File: src/shared/wtim_pkg.sv
// package: constants, register map and types of the watch and interval timer
package wtim_pkg;

  // ----------------------------------------------------------------
  // bus geometry
  // ----------------------------------------------------------------
  localparam int unsigned ADDR_W = 4;
  localparam int unsigned DATA_W = 32;

  // ----------------------------------------------------------------
  // register byte offsets
  // ----------------------------------------------------------------
  localparam logic [ADDR_W-1:0] OFS_MODE = 4'h0;
  localparam logic [ADDR_W-1:0] OFS_IRQ_STATUS = 4'h4;
  localparam logic [ADDR_W-1:0] OFS_IRQ_MASK = 4'h8;
  localparam logic [ADDR_W-1:0] OFS_STATE = 4'hC;

  // ----------------------------------------------------------------
  // field positions and widths
  // ----------------------------------------------------------------
  localparam int unsigned MODE_W = 8;
  localparam int unsigned IRQ_W = 2;
  localparam int unsigned IRQ_BIT_WATCH = 0;
  localparam int unsigned IRQ_BIT_INTERVAL = 1;
  localparam int unsigned STATE_PRESC_LSB = 0;
  localparam int unsigned STATE_COUNT_LSB = 16;

  // ----------------------------------------------------------------
  // counter geometry and tap positions
  // ----------------------------------------------------------------
  localparam int unsigned PRESC_W = 11;
  localparam int unsigned COUNT_W = 5;
  localparam int unsigned PERIPH_DIV_LOG2 = 7;
  localparam int unsigned COUNT_TAP = 9;
  localparam int unsigned INTERVAL_TAP_BASE = 4;
  localparam int unsigned WATCH_TAP_SHORT = 4;
  localparam int unsigned WATCH_TAP_LONG = 5;

  // ----------------------------------------------------------------
  // reset values
  // ----------------------------------------------------------------
  localparam logic [MODE_W-1:0] MODE_RESET = 8'h00;
  localparam logic [IRQ_W-1:0] IRQ_MASK_RESET = 2'h0;

  // ----------------------------------------------------------------
  // types
  // ----------------------------------------------------------------
  typedef enum logic [1:0] {
    WPER_2P14 = 2'h0,
    WPER_2P13 = 2'h1,
    WPER_2P5 = 2'h2,
    WPER_2P4 = 2'h3
  } wtim_wper_t;

  typedef struct packed {
    logic tick_source_sel;
    logic [2:0] interval_sel;
    wtim_wper_t watch_period_sel;
    logic counter_run;
    logic op_enable;
  } wtim_mode_t;

  typedef struct packed {
    logic [ADDR_W-1:0] addr;
    logic [DATA_W-1:0] wdata;
    logic wr;
    logic rd;
  } wtim_req_t;

endpackage

File: src/logic/wtim_tick_gen.sv
// tick clock source: peripheral clock divided down, or the synchronised subsystem clock
`timescale 1ns/10ps
module wtim_tick_gen #(
  parameter int unsigned DIV_LOG2 = wtim_pkg::PERIPH_DIV_LOG2
) (
  // clock and reset
  input wire logic clk_sys_in,
  input wire logic rstn_in,
  // control
  input wire logic enable_in,
  input wire logic source_sel_in,
  // subsystem clock pin
  input wire logic sub_clk_in,
  // tick pulse
  output logic tick_out
);

  // refused at elaboration, before any clock runs
  if (DIV_LOG2 < 1 || DIV_LOG2 > 16) begin : g_bad_div
    $error("wtim_tick_gen: DIV_LOG2 out of range");
  end

  // ----------------------------------------------------------------
  // subsystem clock synchroniser
  // ----------------------------------------------------------------
  logic [2:0] sync_q;
  logic level_q;

  always_ff @(posedge clk_sys_in or negedge rstn_in) begin
    if (!rstn_in) begin
      sync_q <= 3'h0;
    end else begin
      sync_q <= {sync_q[1:0], sub_clk_in};
    end
  end

  // a level is accepted only once the second and third stage agree
  always_ff @(posedge clk_sys_in or negedge rstn_in) begin
    if (!rstn_in) begin
      level_q <= 1'b0;
    end else if (sync_q[1] == sync_q[2]) begin
      level_q <= sync_q[2];
    end
  end

  // ----------------------------------------------------------------
  // peripheral divider
  // ----------------------------------------------------------------
  logic [DIV_LOG2-1:0] div_q;

  always_ff @(posedge clk_sys_in or negedge rstn_in) begin
    if (!rstn_in) begin
      div_q <= '0;
    end else if (!enable_in) begin
      div_q <= '0;
    end else begin
      div_q <= div_q + 1'b1;
    end
  end

  // ----------------------------------------------------------------
  // tick selection
  // ----------------------------------------------------------------
  logic sub_rise;
  logic div_wrap;

  assign sub_rise = level_q == 1'b0 && sync_q[1] == sync_q[2] && sync_q[2];
  assign div_wrap = &div_q;
  assign tick_out = enable_in && (source_sel_in ? sub_rise : div_wrap); // RL11

endmodule

File: src/logic/wtim_prescaler.sv
// prescaler: free binary count of tick pulses with one rollover tap per bit
`timescale 1ns/10ps
module wtim_prescaler #(
  parameter int unsigned WIDTH = wtim_pkg::PRESC_W
) (
  // clock and reset
  input wire logic clk_sys_in,
  input wire logic rstn_in,
  // control
  input wire logic enable_in,
  input wire logic tick_in,
  // state and taps
  output logic [WIDTH-1:0] count_out,
  output logic [WIDTH:1] tap_out
);

  // refused at elaboration, before any clock runs
  if (WIDTH < 10 || WIDTH > 24) begin : g_bad_width
    $error("wtim_prescaler: WIDTH must cover the counter tap");
  end

  logic [WIDTH-1:0] presc_q;

  // cleared whenever operation is disabled
  always_ff @(posedge clk_sys_in or negedge rstn_in) begin
    if (!rstn_in) begin
      presc_q <= '0;
    end else if (!enable_in) begin
      presc_q <= '0; // RL12
    end else if (tick_in) begin
      presc_q <= presc_q + 1'b1;
    end
  end

  // tap k fires on the tick that completes 2^k ticks
  genvar k;
  generate
    for (k = 1; k <= WIDTH; k++) begin : g_tap
      assign tap_out[k] = tick_in && (&presc_q[k-1:0]);
    end
  endgenerate

  assign count_out = presc_q;

endmodule

File: src/logic/wtim_top.sv
// watch and interval timer: mode register, 5-bit counter, interrupts and register port
`timescale 1ns/10ps
// Function
// RL1 - the block raises the watch interrupt periodically from the selected tick clock.
// RL2 - watch counting runs only while both op_enable and counter_run are one.
// RL3 - with op_enable and counter_run cleared the 5-bit counter is cleared and halts.
// RL4 - clearing only counter_run clears the 5-bit counter but keeps the prescaler running.
// RL5 - the first watch interrupt after a zero-second start may be off by up to 2^9 ticks.
// RL6 - the watch period field selects 2^14, 2^13, 2^5 or 2^4 ticks for codes 0 to 3.
// RL7 - the interval interrupt repeats every selected interval while op_enable is set.
// RL8 - the interval field selects 2^(4+code) ticks, from 2^4 up to 2^11.
// RL9 - interval counting follows op_enable alone, whatever counter_run holds.
// RL10 - the first watch interrupt may come late, every later one comes exactly on period.
// RL11 - the tick is the system clock divided by 2^7, or the subsystem clock when selected.
// RL12 - clearing op_enable clears the prescaler and the 5-bit counter and stops counting.
// RL13 - reset loads the mode register with zero, stopping both functions.
// RL14 - software keeps tick source and interval field stable while the timer runs.
// RL15 - the 5-bit counter steps on the 2^9 prescaler tap, short watch periods use taps.
// RL16 - each watch or interval request is a single-cycle pulse on the system clock.
module wtim_top (
  // clock and reset
  input wire logic clk_sys_in,
  input wire logic rstn_in,
  // register port
  input wire logic [wtim_pkg::ADDR_W-1:0] reg_addr_in,
  input wire logic [wtim_pkg::DATA_W-1:0] reg_wdata_in,
  input wire logic reg_wr_in,
  input wire logic reg_rd_in,
  output logic [wtim_pkg::DATA_W-1:0] reg_rdata_out,
  // subsystem clock pin
  input wire logic sub_clk_in,
  // interrupt outputs
  output logic watch_irq_out,
  output logic interval_irq_out,
  output logic irq_out
);

  // ----------------------------------------------------------------
  // request bundle
  // ----------------------------------------------------------------
  wtim_pkg::wtim_req_t req;

  assign req.addr = reg_addr_in;
  assign req.wdata = reg_wdata_in;
  assign req.wr = reg_wr_in;
  assign req.rd = reg_rd_in;

  logic wr_mode;
  logic wr_status;
  logic wr_mask;

  assign wr_mode = req.wr && req.addr == wtim_pkg::OFS_MODE;
  assign wr_status = req.wr && req.addr == wtim_pkg::OFS_IRQ_STATUS;
  assign wr_mask = req.wr && req.addr == wtim_pkg::OFS_IRQ_MASK;

  // ----------------------------------------------------------------
  // mode register
  // ----------------------------------------------------------------
  wtim_pkg::wtim_mode_t mode_q;

  always_ff @(posedge clk_sys_in or negedge rstn_in) begin
    if (!rstn_in) begin
      mode_q <= wtim_pkg::wtim_mode_t'(wtim_pkg::MODE_RESET); // RL13
    end else if (wr_mode) begin
      mode_q <= wtim_pkg::wtim_mode_t'(req.wdata[wtim_pkg::MODE_W-1:0]);
    end
  end

  logic op_enable;
  logic counter_run;
  logic watch_run;

  assign op_enable = mode_q.op_enable;
  assign counter_run = mode_q.counter_run;
  assign watch_run = op_enable && counter_run; // RL2

  // ----------------------------------------------------------------
  // tick source and prescaler
  // ----------------------------------------------------------------
  // source and interval are not retimed on change; software holds them
  // steady while running, so a glitched tick here is not guarded against
  logic tick;
  logic [wtim_pkg::PRESC_W-1:0] presc;
  logic [wtim_pkg::PRESC_W:1] tap;

  wtim_tick_gen #(
    .DIV_LOG2(wtim_pkg::PERIPH_DIV_LOG2)
  ) u_tick (
    .clk_sys_in(clk_sys_in),
    .rstn_in(rstn_in),
    .enable_in(op_enable),
    .source_sel_in(mode_q.tick_source_sel), // RL11 RL14
    .sub_clk_in(sub_clk_in),
    .tick_out(tick)
  );

  // prescaler follows op_enable only, so the interval side ignores counter_run
  wtim_prescaler #(
    .WIDTH(wtim_pkg::PRESC_W)
  ) u_presc (
    .clk_sys_in(clk_sys_in),
    .rstn_in(rstn_in),
    .enable_in(op_enable), // RL9 RL12 RL4
    .tick_in(tick),
    .count_out(presc),
    .tap_out(tap)
  );

  // ----------------------------------------------------------------
  // 5-bit watch counter
  // ----------------------------------------------------------------
  logic [wtim_pkg::COUNT_W-1:0] count_q;
  logic count_step;

  assign count_step = watch_run && tap[wtim_pkg::COUNT_TAP]; // RL15

  // clearing counter_run restarts the seconds count from zero but the
  // prescaler phase is kept, which is why the first period can be off
  always_ff @(posedge clk_sys_in or negedge rstn_in) begin
    if (!rstn_in) begin
      count_q <= '0;
    end else if (!watch_run) begin
      count_q <= '0; // RL3 RL4 RL12 RL5
    end else if (count_step) begin
      count_q <= count_q + 1'b1;
    end
  end

  // ----------------------------------------------------------------
  // watch period selection
  // ----------------------------------------------------------------
  logic watch_hit;

  // long periods end when the counter wraps (2^14) or its low four bits wrap (2^13)
  always_comb begin
    watch_hit = 1'b0;
    unique case (mode_q.watch_period_sel)
      wtim_pkg::WPER_2P14: begin
        watch_hit = count_step && (&count_q); // RL6 RL10
      end
      wtim_pkg::WPER_2P13: begin
        watch_hit = count_step && (&count_q[wtim_pkg::COUNT_W-2:0]); // RL6
      end
      wtim_pkg::WPER_2P5: begin
        watch_hit = watch_run && tap[wtim_pkg::WATCH_TAP_LONG]; // RL6 RL15
      end
      wtim_pkg::WPER_2P4: begin
        watch_hit = watch_run && tap[wtim_pkg::WATCH_TAP_SHORT]; // RL6 RL15
      end
    endcase
  end

  // ----------------------------------------------------------------
  // interval selection
  // ----------------------------------------------------------------
  logic interval_hit;
  logic [3:0] interval_tap_idx;

  assign interval_tap_idx = 4'(wtim_pkg::INTERVAL_TAP_BASE) + {1'b0, mode_q.interval_sel}; // RL8

  always_comb begin
    interval_hit = 1'b0;
    for (int i = wtim_pkg::INTERVAL_TAP_BASE; i <= wtim_pkg::PRESC_W; i++) begin
      if (interval_tap_idx == 4'(i)) begin
        interval_hit = op_enable && tap[i]; // RL7 RL9
      end
    end
  end

  // ----------------------------------------------------------------
  // interrupt request pulses
  // ----------------------------------------------------------------
  always_ff @(posedge clk_sys_in or negedge rstn_in) begin
    if (!rstn_in) begin
      watch_irq_out <= 1'b0;
    end else begin
      watch_irq_out <= watch_hit; // RL1 RL16
    end
  end

  always_ff @(posedge clk_sys_in or negedge rstn_in) begin
    if (!rstn_in) begin
      interval_irq_out <= 1'b0;
    end else begin
      interval_irq_out <= interval_hit; // RL7 RL16
    end
  end

  // ----------------------------------------------------------------
  // sticky status and mask
  // ----------------------------------------------------------------
  logic [wtim_pkg::IRQ_W-1:0] status_q;
  logic [wtim_pkg::IRQ_W-1:0] mask_q;
  logic [wtim_pkg::IRQ_W-1:0] irq_event;
  logic [wtim_pkg::IRQ_W-1:0] irq_clear;

  assign irq_event[wtim_pkg::IRQ_BIT_WATCH] = watch_irq_out;
  assign irq_event[wtim_pkg::IRQ_BIT_INTERVAL] = interval_irq_out;
  assign irq_clear = wr_status ? req.wdata[wtim_pkg::IRQ_W-1:0] : '0;

  // a new event in the clear cycle survives: set wins over clear
  always_ff @(posedge clk_sys_in or negedge rstn_in) begin
    if (!rstn_in) begin
      status_q <= '0;
    end else begin
      status_q <= (status_q & ~irq_clear) | irq_event;
    end
  end

  always_ff @(posedge clk_sys_in or negedge rstn_in) begin
    if (!rstn_in) begin
      mask_q <= wtim_pkg::IRQ_MASK_RESET;
    end else if (wr_mask) begin
      mask_q <= req.wdata[wtim_pkg::IRQ_W-1:0];
    end
  end

  assign irq_out = |(status_q & mask_q);

  // ----------------------------------------------------------------
  // read path
  // ----------------------------------------------------------------
  logic [wtim_pkg::DATA_W-1:0] rdata_d;
  logic [wtim_pkg::DATA_W-1:0] rdata_q;
  logic [wtim_pkg::DATA_W-1:0] state_word;

  always_comb begin
    state_word = '0;
    state_word[wtim_pkg::STATE_PRESC_LSB +: wtim_pkg::PRESC_W] = presc;
    state_word[wtim_pkg::STATE_COUNT_LSB +: wtim_pkg::COUNT_W] = count_q;
  end

  // unmapped offsets read as zero
  always_comb begin
    rdata_d = '0;
    if (req.rd) begin
      unique case (req.addr)
        wtim_pkg::OFS_MODE: begin
          rdata_d[wtim_pkg::MODE_W-1:0] = mode_q;
        end
        wtim_pkg::OFS_IRQ_STATUS: begin
          rdata_d[wtim_pkg::IRQ_W-1:0] = status_q;
        end
        wtim_pkg::OFS_IRQ_MASK: begin
          rdata_d[wtim_pkg::IRQ_W-1:0] = mask_q;
        end
        wtim_pkg::OFS_STATE: begin
          rdata_d = state_word;
        end
        default: begin
          rdata_d = '0;
        end
      endcase
    end
  end

  // read data stands only in the cycle after the strobe
  always_ff @(posedge clk_sys_in or negedge rstn_in) begin
    if (!rstn_in) begin
      rdata_q <= '0;
    end else begin
      rdata_q <= rdata_d;
    end
  end

  assign reg_rdata_out = rdata_q;

endmodule

File: config.mk
export PLATFORM = sky130hd
export DESIGN_NAME = wtim_top
export DESIGN_NICKNAME = d
export VERILOG_FILES = /design/src/shared/wtim_pkg.sv /design/src/logic/wtim_tick_gen.sv /design/src/logic/wtim_prescaler.sv /design/src/logic/wtim_top.sv
export SDC_FILE = /design/constraint.sdc
export NUM_CORES = 1
export LEC_CHECK = 0
export BUFFER_PORTS_ARGS = -buffer_cell sky130_fd_sc_hd__buf_2
export CAP_MARGIN = 20
export CORE_AREA = 2 2 76 78
export DETAILED_ROUTE_END_ITERATION = 12
export DIE_AREA = 0 0 78 80
export HOLD_SLACK_MARGIN = 0.12
export PLACE_DENSITY = 0.76
export SYNTH_ARGS = -nofsm -noshare
export SYNTH_HDL_FRONTEND = slang
export SYNTH_HIERARCHICAL = 1
export SYNTH_SLANG_ARGS = --single-unit
File: constraint.sdc
create_clock -name clk_sys_in -period 3.72 [get_ports clk_sys_in]
set_clock_uncertainty 0.2 [all_clocks]
set_input_delay 0.744 -clock clk_sys_in [delete_from_list [all_inputs] [get_ports clk_sys_in]]
set_output_delay 0.744 -clock clk_sys_in [all_outputs]
set_load 0.02 [all_outputs]
==> results of run 1 <==
-- power groups by stage --
stage / clock [mW] / sequential [mW] / combinational [mW]
final: 0.581 / 0.715 / 0.148
after global routing: 0.628 / 0.723 / 0.165
after CTS: 0.597 / 0.715 / 0.150
after detailed placement: 0 / 0.726 / 0.149
after global placement: 0 / 0.723 / 0.146
after floorplan: 0 / 0.713 / 0.114
-- through the flow --
| stage | worst slack, ns | util |
|---|---|---|
| after floorplan | 0.893 | - |
| after global placement | 0.835 | 0.535 |
| after detailed placement | 0.836 | 0.535 |
| after CTS | 0.807 | 0.573 |
| after global routing | 0.638 | 0.573 |
| final | 0.839 | 0.573 |
-- layout by cell type (no fill, tap or decap), types with 2 or more instances in the layout --
cell type / count
buf_4: 3
ha_1: 7
xnor2_1: 4
or4_1: 2
buf_2: 35
o21ai_0: 4
a21oi_1: 4
inv_1: 5
nand4_1: 4
nand3_1: 7
a22o_1: 7
nor2b_1: 3
dfrtp_1: 57
mux4_2: 3
and2_1: 16
a21o_1: 2
mux2_2: 12
conb_1: 16
nand4b_1: 3
and3_1: 2
a21boi_0: 2
or3_1: 4
xor2_1: 4
clkbuf_8: 11
nor2_1: 15
o31ai_1: 3
nand2_1: 6
mux2i_1: 9
-- cell type report --
type                    instances  area [um2]  share of cell area
clock inverters                 4        51.3              0.0166
inverters                       6        22.5             0.00727
clock buffers                  12         155              0.0501
well taps                      72        90.1              0.0291
flip-flops and latches         57        1430               0.460
multi-input cells             154        1160               0.373
repair buffers                 38         198              0.0638
-- sequential cells by signal, summed over array words and instances, names as in the netlist --
| signal | cells |
|---|---|
| count_q | 5 |
| counter_run | 1 |
| interval_irq_out | 1 |
| mask_q | 2 |
| mode_q | 6 |
| op_enable | 1 |
| reg_rdata_out | 16 |
| status_q | 2 |
| u_presc/count_out | 11 |
| u_tick/div_q | 7 |
| u_tick/level_q | 1 |
| u_tick/sync_q | 3 |
| watch_irq_out | 1 |
-- how the worst max path moves through the flow --
stage / start / end / slack (ns) / depth (start not counted)
global route: u_tick/div_q[0]$_DFF_PN0_ / interval_irq_out$_DFF_PN0_ / 0.64 / 10
detailed placement: u_tick/div_q[0]$_DFF_PN0_ / interval_irq_out$_DFF_PN0_ / 0.84 / 10
finish: u_tick/div_q[0]$_DFF_PN0_ / interval_irq_out$_DFF_PN0_ / 0.84 / 10
CTS: u_tick/div_q[0]$_DFF_PN0_ / interval_irq_out$_DFF_PN0_ / 0.81 / 10
floorplan: u_tick/div_q[0]$_DFF_PN0_ / interval_irq_out$_DFF_PN0_ / 0.89 / 10
global placement: u_tick/div_q[0]$_DFF_PN0_ / interval_irq_out$_DFF_PN0_ / 0.83 / 10
-- per-layer routing --
metal / vias to the layer above / share of wire / track usage
li1: 843 / - / -
met1: 863 / 0.42 / 0.201
met2: 54 / 0.50 / 0.284
met3: 8 / 0.066 / 0.0667
met4: 0 / 0.012 / 0.0544
met5: - / 0 / 0
==> results_dict.tcl, run 1 <==
set metrics [dict create \
    slew_headroom 0.558 \
    place_congestion 0.801 \
    syn_area_um2 2700 \
    hold_slack_ns 0.168 \
    worstPathRequired_ns 3.74 \
    vdd_drop_max_v 0.000270 \
    max_slew.worst_pin.slew_ns 0.663 \
    portBuffers 35 \
    drtIter0Drc 89 \
    slew_viol_final 0 \
    cellPowerDensity_nw_per_um2 466 \
    die_area_um2 6240 \
    r2r_start "u_tick/div_q[0]$_DFF_PN0_" \
    comb_power_share 0.102 \
    end_kind "flop" \
    grt_usage 0.169 \
    worst-path-buf-inv 0 \
    first_global_vias 1756 \
    max_stage_delay_ns 0.47 \
    finalHoldViolCount 0 \
    design_area_um2 3100 \
    grt_setup_unrepaired "false" \
    clockBufferDepth 2 \
    fmax_mhz 347 \
    antenna_found_initial 0 \
    htreeDepth 3 \
    worst_setup_path_start_kind "flop" \
    place_area_um2 2890 \
    holdPathEnd "u_tick/sync_q[1]$_DFF_PN0_" \
    post_cts_buffers 0 \
    synth_area_per_cell_um2 12.1 \
    cts-root-buf "clkbuf_8" \
    cts-resized-gates 0 \
    total_power_mw 1.44 \
    grt_overflow 0 \
    fin_cells 343 \
    tritoncts "done" \
    avgRoutedWirePerCell_um 13.7 \
    synthToLayoutAreaGrowth_pct 14.9 \
    clk_latency_ns 0.33 \
    period_needed_ns 2.88 \
    ctsHoldBuffers 0 \
    dr.pass1.iters 4 \
    rows 27 \
    postRouteAntennaNets 0 \
    hold_start "u_tick/sync_q[0]$_DFF_PN0_" \
    fill_cells 467 \
    viasPerCell 5.15 \
    vias 1768 \
    start_util 0.499 \
    critPathKind "reg2reg" \
    ys_warn_count 6 \
    hold_depth 0 \
    synth_cells 223 \
    swShare 0.254 \
    cp_top_family "simple AND/OR/NAND/NOR gates" \
    power_leakage_nw 1.50 \
    dp_hpwl_mm 3.36 \
    rrSetupSlack_ns 0.84 \
    rr_worst_depth 10 \
    routed_wl_mm 4.70 \
    post-place-cells 327 \
    clock-sinks 57 \
    crit_chain "ha_1, nand3_1, or4b_1, a21boi_1, nand2_1, nor4_2, and2_1, mux4_2, nor2_1, a311oi_1" \
    clk_pin_slew_ns 0.06 \
    power.switching_uw 366 \
    p_clk_frac 0.403 \
    rr_endpoint "interval_irq_out$_DFF_PN0_" \
    core_um2 5410 \
    min_path_type "reg2reg" \
    post-route-period-util 0.774 \
    drive_gt1_frac 0.277 \
    fin_setup_tns_ns 0 \
    worst_path_max_delay_cell "or4b_1" \
    intPower_mw 1.08 \
    p_seq_frac 0.495 \
    layout.nets 314 \
    arrival_ns 2.90 \
    grt_first_pass_wirelength_mm 8.03 \
    drv_cap 0 \
    die_w_um 78 \
    cts_buffers 9 \
    io_pins 76 \
    grt_max_degree 32 \
    n_antenna_cell 0 \
    setup_violations 0 \
    cp_max_fo 5 \
    status "finished clean" \
    die_h_um 80 \
    drc 0 \
]
Power figures use the tool's default switching activity.
==> inputs of run 2 (changes only) <==
==> constraint.sdc (replaced) <==
create_clock -name clk_sys_in -period 2.96 [get_ports clk_sys_in]
set_clock_uncertainty 0.2 [all_clocks]
set_input_delay 0.592 -clock clk_sys_in [delete_from_list [all_inputs] [get_ports clk_sys_in]]
set_output_delay 0.592 -clock clk_sys_in [all_outputs]
set_load 0.02 [all_outputs]
==> results_dict.tcl, run 2 (same netlist as run 1, synthesis figures left out) <==
set metrics [dict create \
    clk_pin_slew_ns 0.06 \
    arrival_ns 2.79 \
    routed_wl_mm 4.98 \
    dp_hpwl_mm 3.51 \
    place_ws_ns 0.153 \
    slew_viol_final 0 \
    vdd_drop_max_v 0.000288 \
    viasPerCell 5.11 \
    startpoint "u_tick/div_q[0]$_DFF_PN0_" \
    finalHoldViolCount 0 \
    critPathKind "reg2reg" \
    grt_max_degree 31 \
    clockBufferDepth 2 \
    portBuffers 35 \
    drive_gt1_frac 0.285 \
    status "finished clean" \
    grt_first_pass_wirelength_mm 8.23 \
    cts-root-buf "clkbuf_8" \
    final_common_cell "dfrtp_1" \
    grt_overflow 0 \
    io_pins 76 \
    worst_path_max_delay_cell "or4b_1" \
    max_slew.worst_pin.slew_ns 0.651 \
    tritoncts "done" \
    crit_chain "ha_1, nand3_1, or4b_1, a21boi_1, nand2_1, nor4_4, and2_1, mux4_2, nor2_1, a311oi_2" \
    worstPathRequired_ns 2.98 \
    clock-sinks 57 \
    hold_start "u_tick/sync_q[0]$_DFF_PN0_" \
    r2r_start "u_tick/div_q[0]$_DFF_PN0_" \
    start_util 0.499 \
    multi_input_area_um2 1170 \
    drv_cap 0 \
    cts_buffers 9 \
    min_path_type "reg2reg" \
    rows 27 \
    place_area_um2 2930 \
    vias 1769 \
    antenna_found_initial 0 \
    die_h_um 80 \
    drc 0 \
    grt_usage 0.172 \
    postLayoutCoreUtil 0.582 \
    cp_max_fo 3 \
    n_antenna_cell 0 \
    max_stage_delay_ns 0.48 \
    power_leakage_nw 1.54 \
    die_w_um 78 \
    synthToLayoutAreaGrowth_pct 16.7 \
    design_area_um2 3150 \
    grt_setup_unrepaired "false" \
    place_congestion 0.772 \
    postRouteAntennaNets 0 \
    worst_setup_path_start_kind "flop" \
    seq_area_um2 1430 \
    period_needed_ns 2.76 \
    hold_slack_ns 0.153 \
    layout_common_cells "57 x dfrtp_1, 35 x buf_2, 16 x and2_1, 16 x conb_1, 15 x nor2_1" \
    fmax_mhz 362 \
    largest_reg_flops 16 \
    fin_setup_tns_ns 0 \
    post-place-cells 330 \
    layout.nets 318 \
    die_area_um2 6240 \
    setup_slack_ns 0.197 \
    setup_violations 0 \
    fill_cells 457 \
    clk_latency_ns 0.32 \
    first_global_vias 1772 \
    fin_cells 346 \
    avgRoutedWirePerCell_um 14.4 \
    cellPowerDensity_nw_per_um2 573 \
    slew_headroom 0.566 \
    total_power_mw 1.80 \
    drtIter0Drc 66 \
    htreeDepth 3 \
    post_cts_buffers 0 \
    core_um2 5410 \
    dr.pass1.iters 4 \
    post-route-period-util 0.933 \
    end_kind "flop" \
]
run 2: cell types whose count changed in the layout (fill, tap and decap cells not counted):
cell | before | now
a311oi_2 | 0 | 1
dlygate4sd3_1 | 0 | 1
buf_4 | 3 | 5
buf_12 | 0 | 1
nor4_4 | 0 | 1
clkinvlp_4 | 1 | 0
clkinv_2 | 1 | 2
a311oi_1 | 1 | 0
nor4_2 | 1 | 0
clkinv_4 | 1 | 0
run 2: layout make-up:
cell class	count	area share
clock buffers	12	0.0493
clock inverters	3	0.0127
well taps	72	0.0286
inverters	6	0.00715
multi-input cells	154	0.372
flip-flops and latches	57	0.453
repair buffers	42	0.0771
run 2: critical path: cells and delay by family, from the launching register on:
family                   cells  cell delay [ns]
AND/OR/NAND/NOR              6             1.29
multiplexers                 1             0.22
flip-flops                   1             0.37
AO/OA/AOI/OAI                2             0.36
adder cells (fa/ha/maj)      1             0.23
run 2: final timing paths:
path | to | slack, ns | depth (start not counted)
max in group asynchronous | u_presc/count_out[5]$_DFFE_PN0P_ | 1.35 | 3
setup reg to reg | interval_irq_out$_DFF_PN0_ | 0.20 | 10
hold / removal | u_tick/sync_q[1]$_DFF_PN0_ | 0.15 | 0
min in group asynchronous | reg_rdata_out[0]$_DFF_PN0_ | 0.63 | 2
setup / recovery | interval_irq_out$_DFF_PN0_ | 0.20 | 10
hold reg to reg | u_tick/sync_q[1]$_DFF_PN0_ | 0.15 | 0
run 2: where the power goes:
group / total, mW / internal (mW) / switching [mW]
Sequential: 0.887 / 0.834 / 0.0531
Combinational: 0.208 / 0.0925 / 0.116
Clock: 0.708 / 0.427 / 0.281
Total: 1.80 / 1.35 / 0.450
run 2: layer usage:
| layer | global-route usage | part of all wire |
|---|---|---|
| met1 | 0.211 | 0.43 |
| met2 | 0.278 | 0.50 |
| met3 | 0.0588 | 0.057 |
| met4 | 0.0702 | 0.015 |
| met5 | 0 | 0 |
run 2: timing repair:
action                                 CTS  global route
endpoints found under the hold margin   22             0
setup endpoints to repair                0             1
hold buffers                             1             0
resized for setup                        0             2
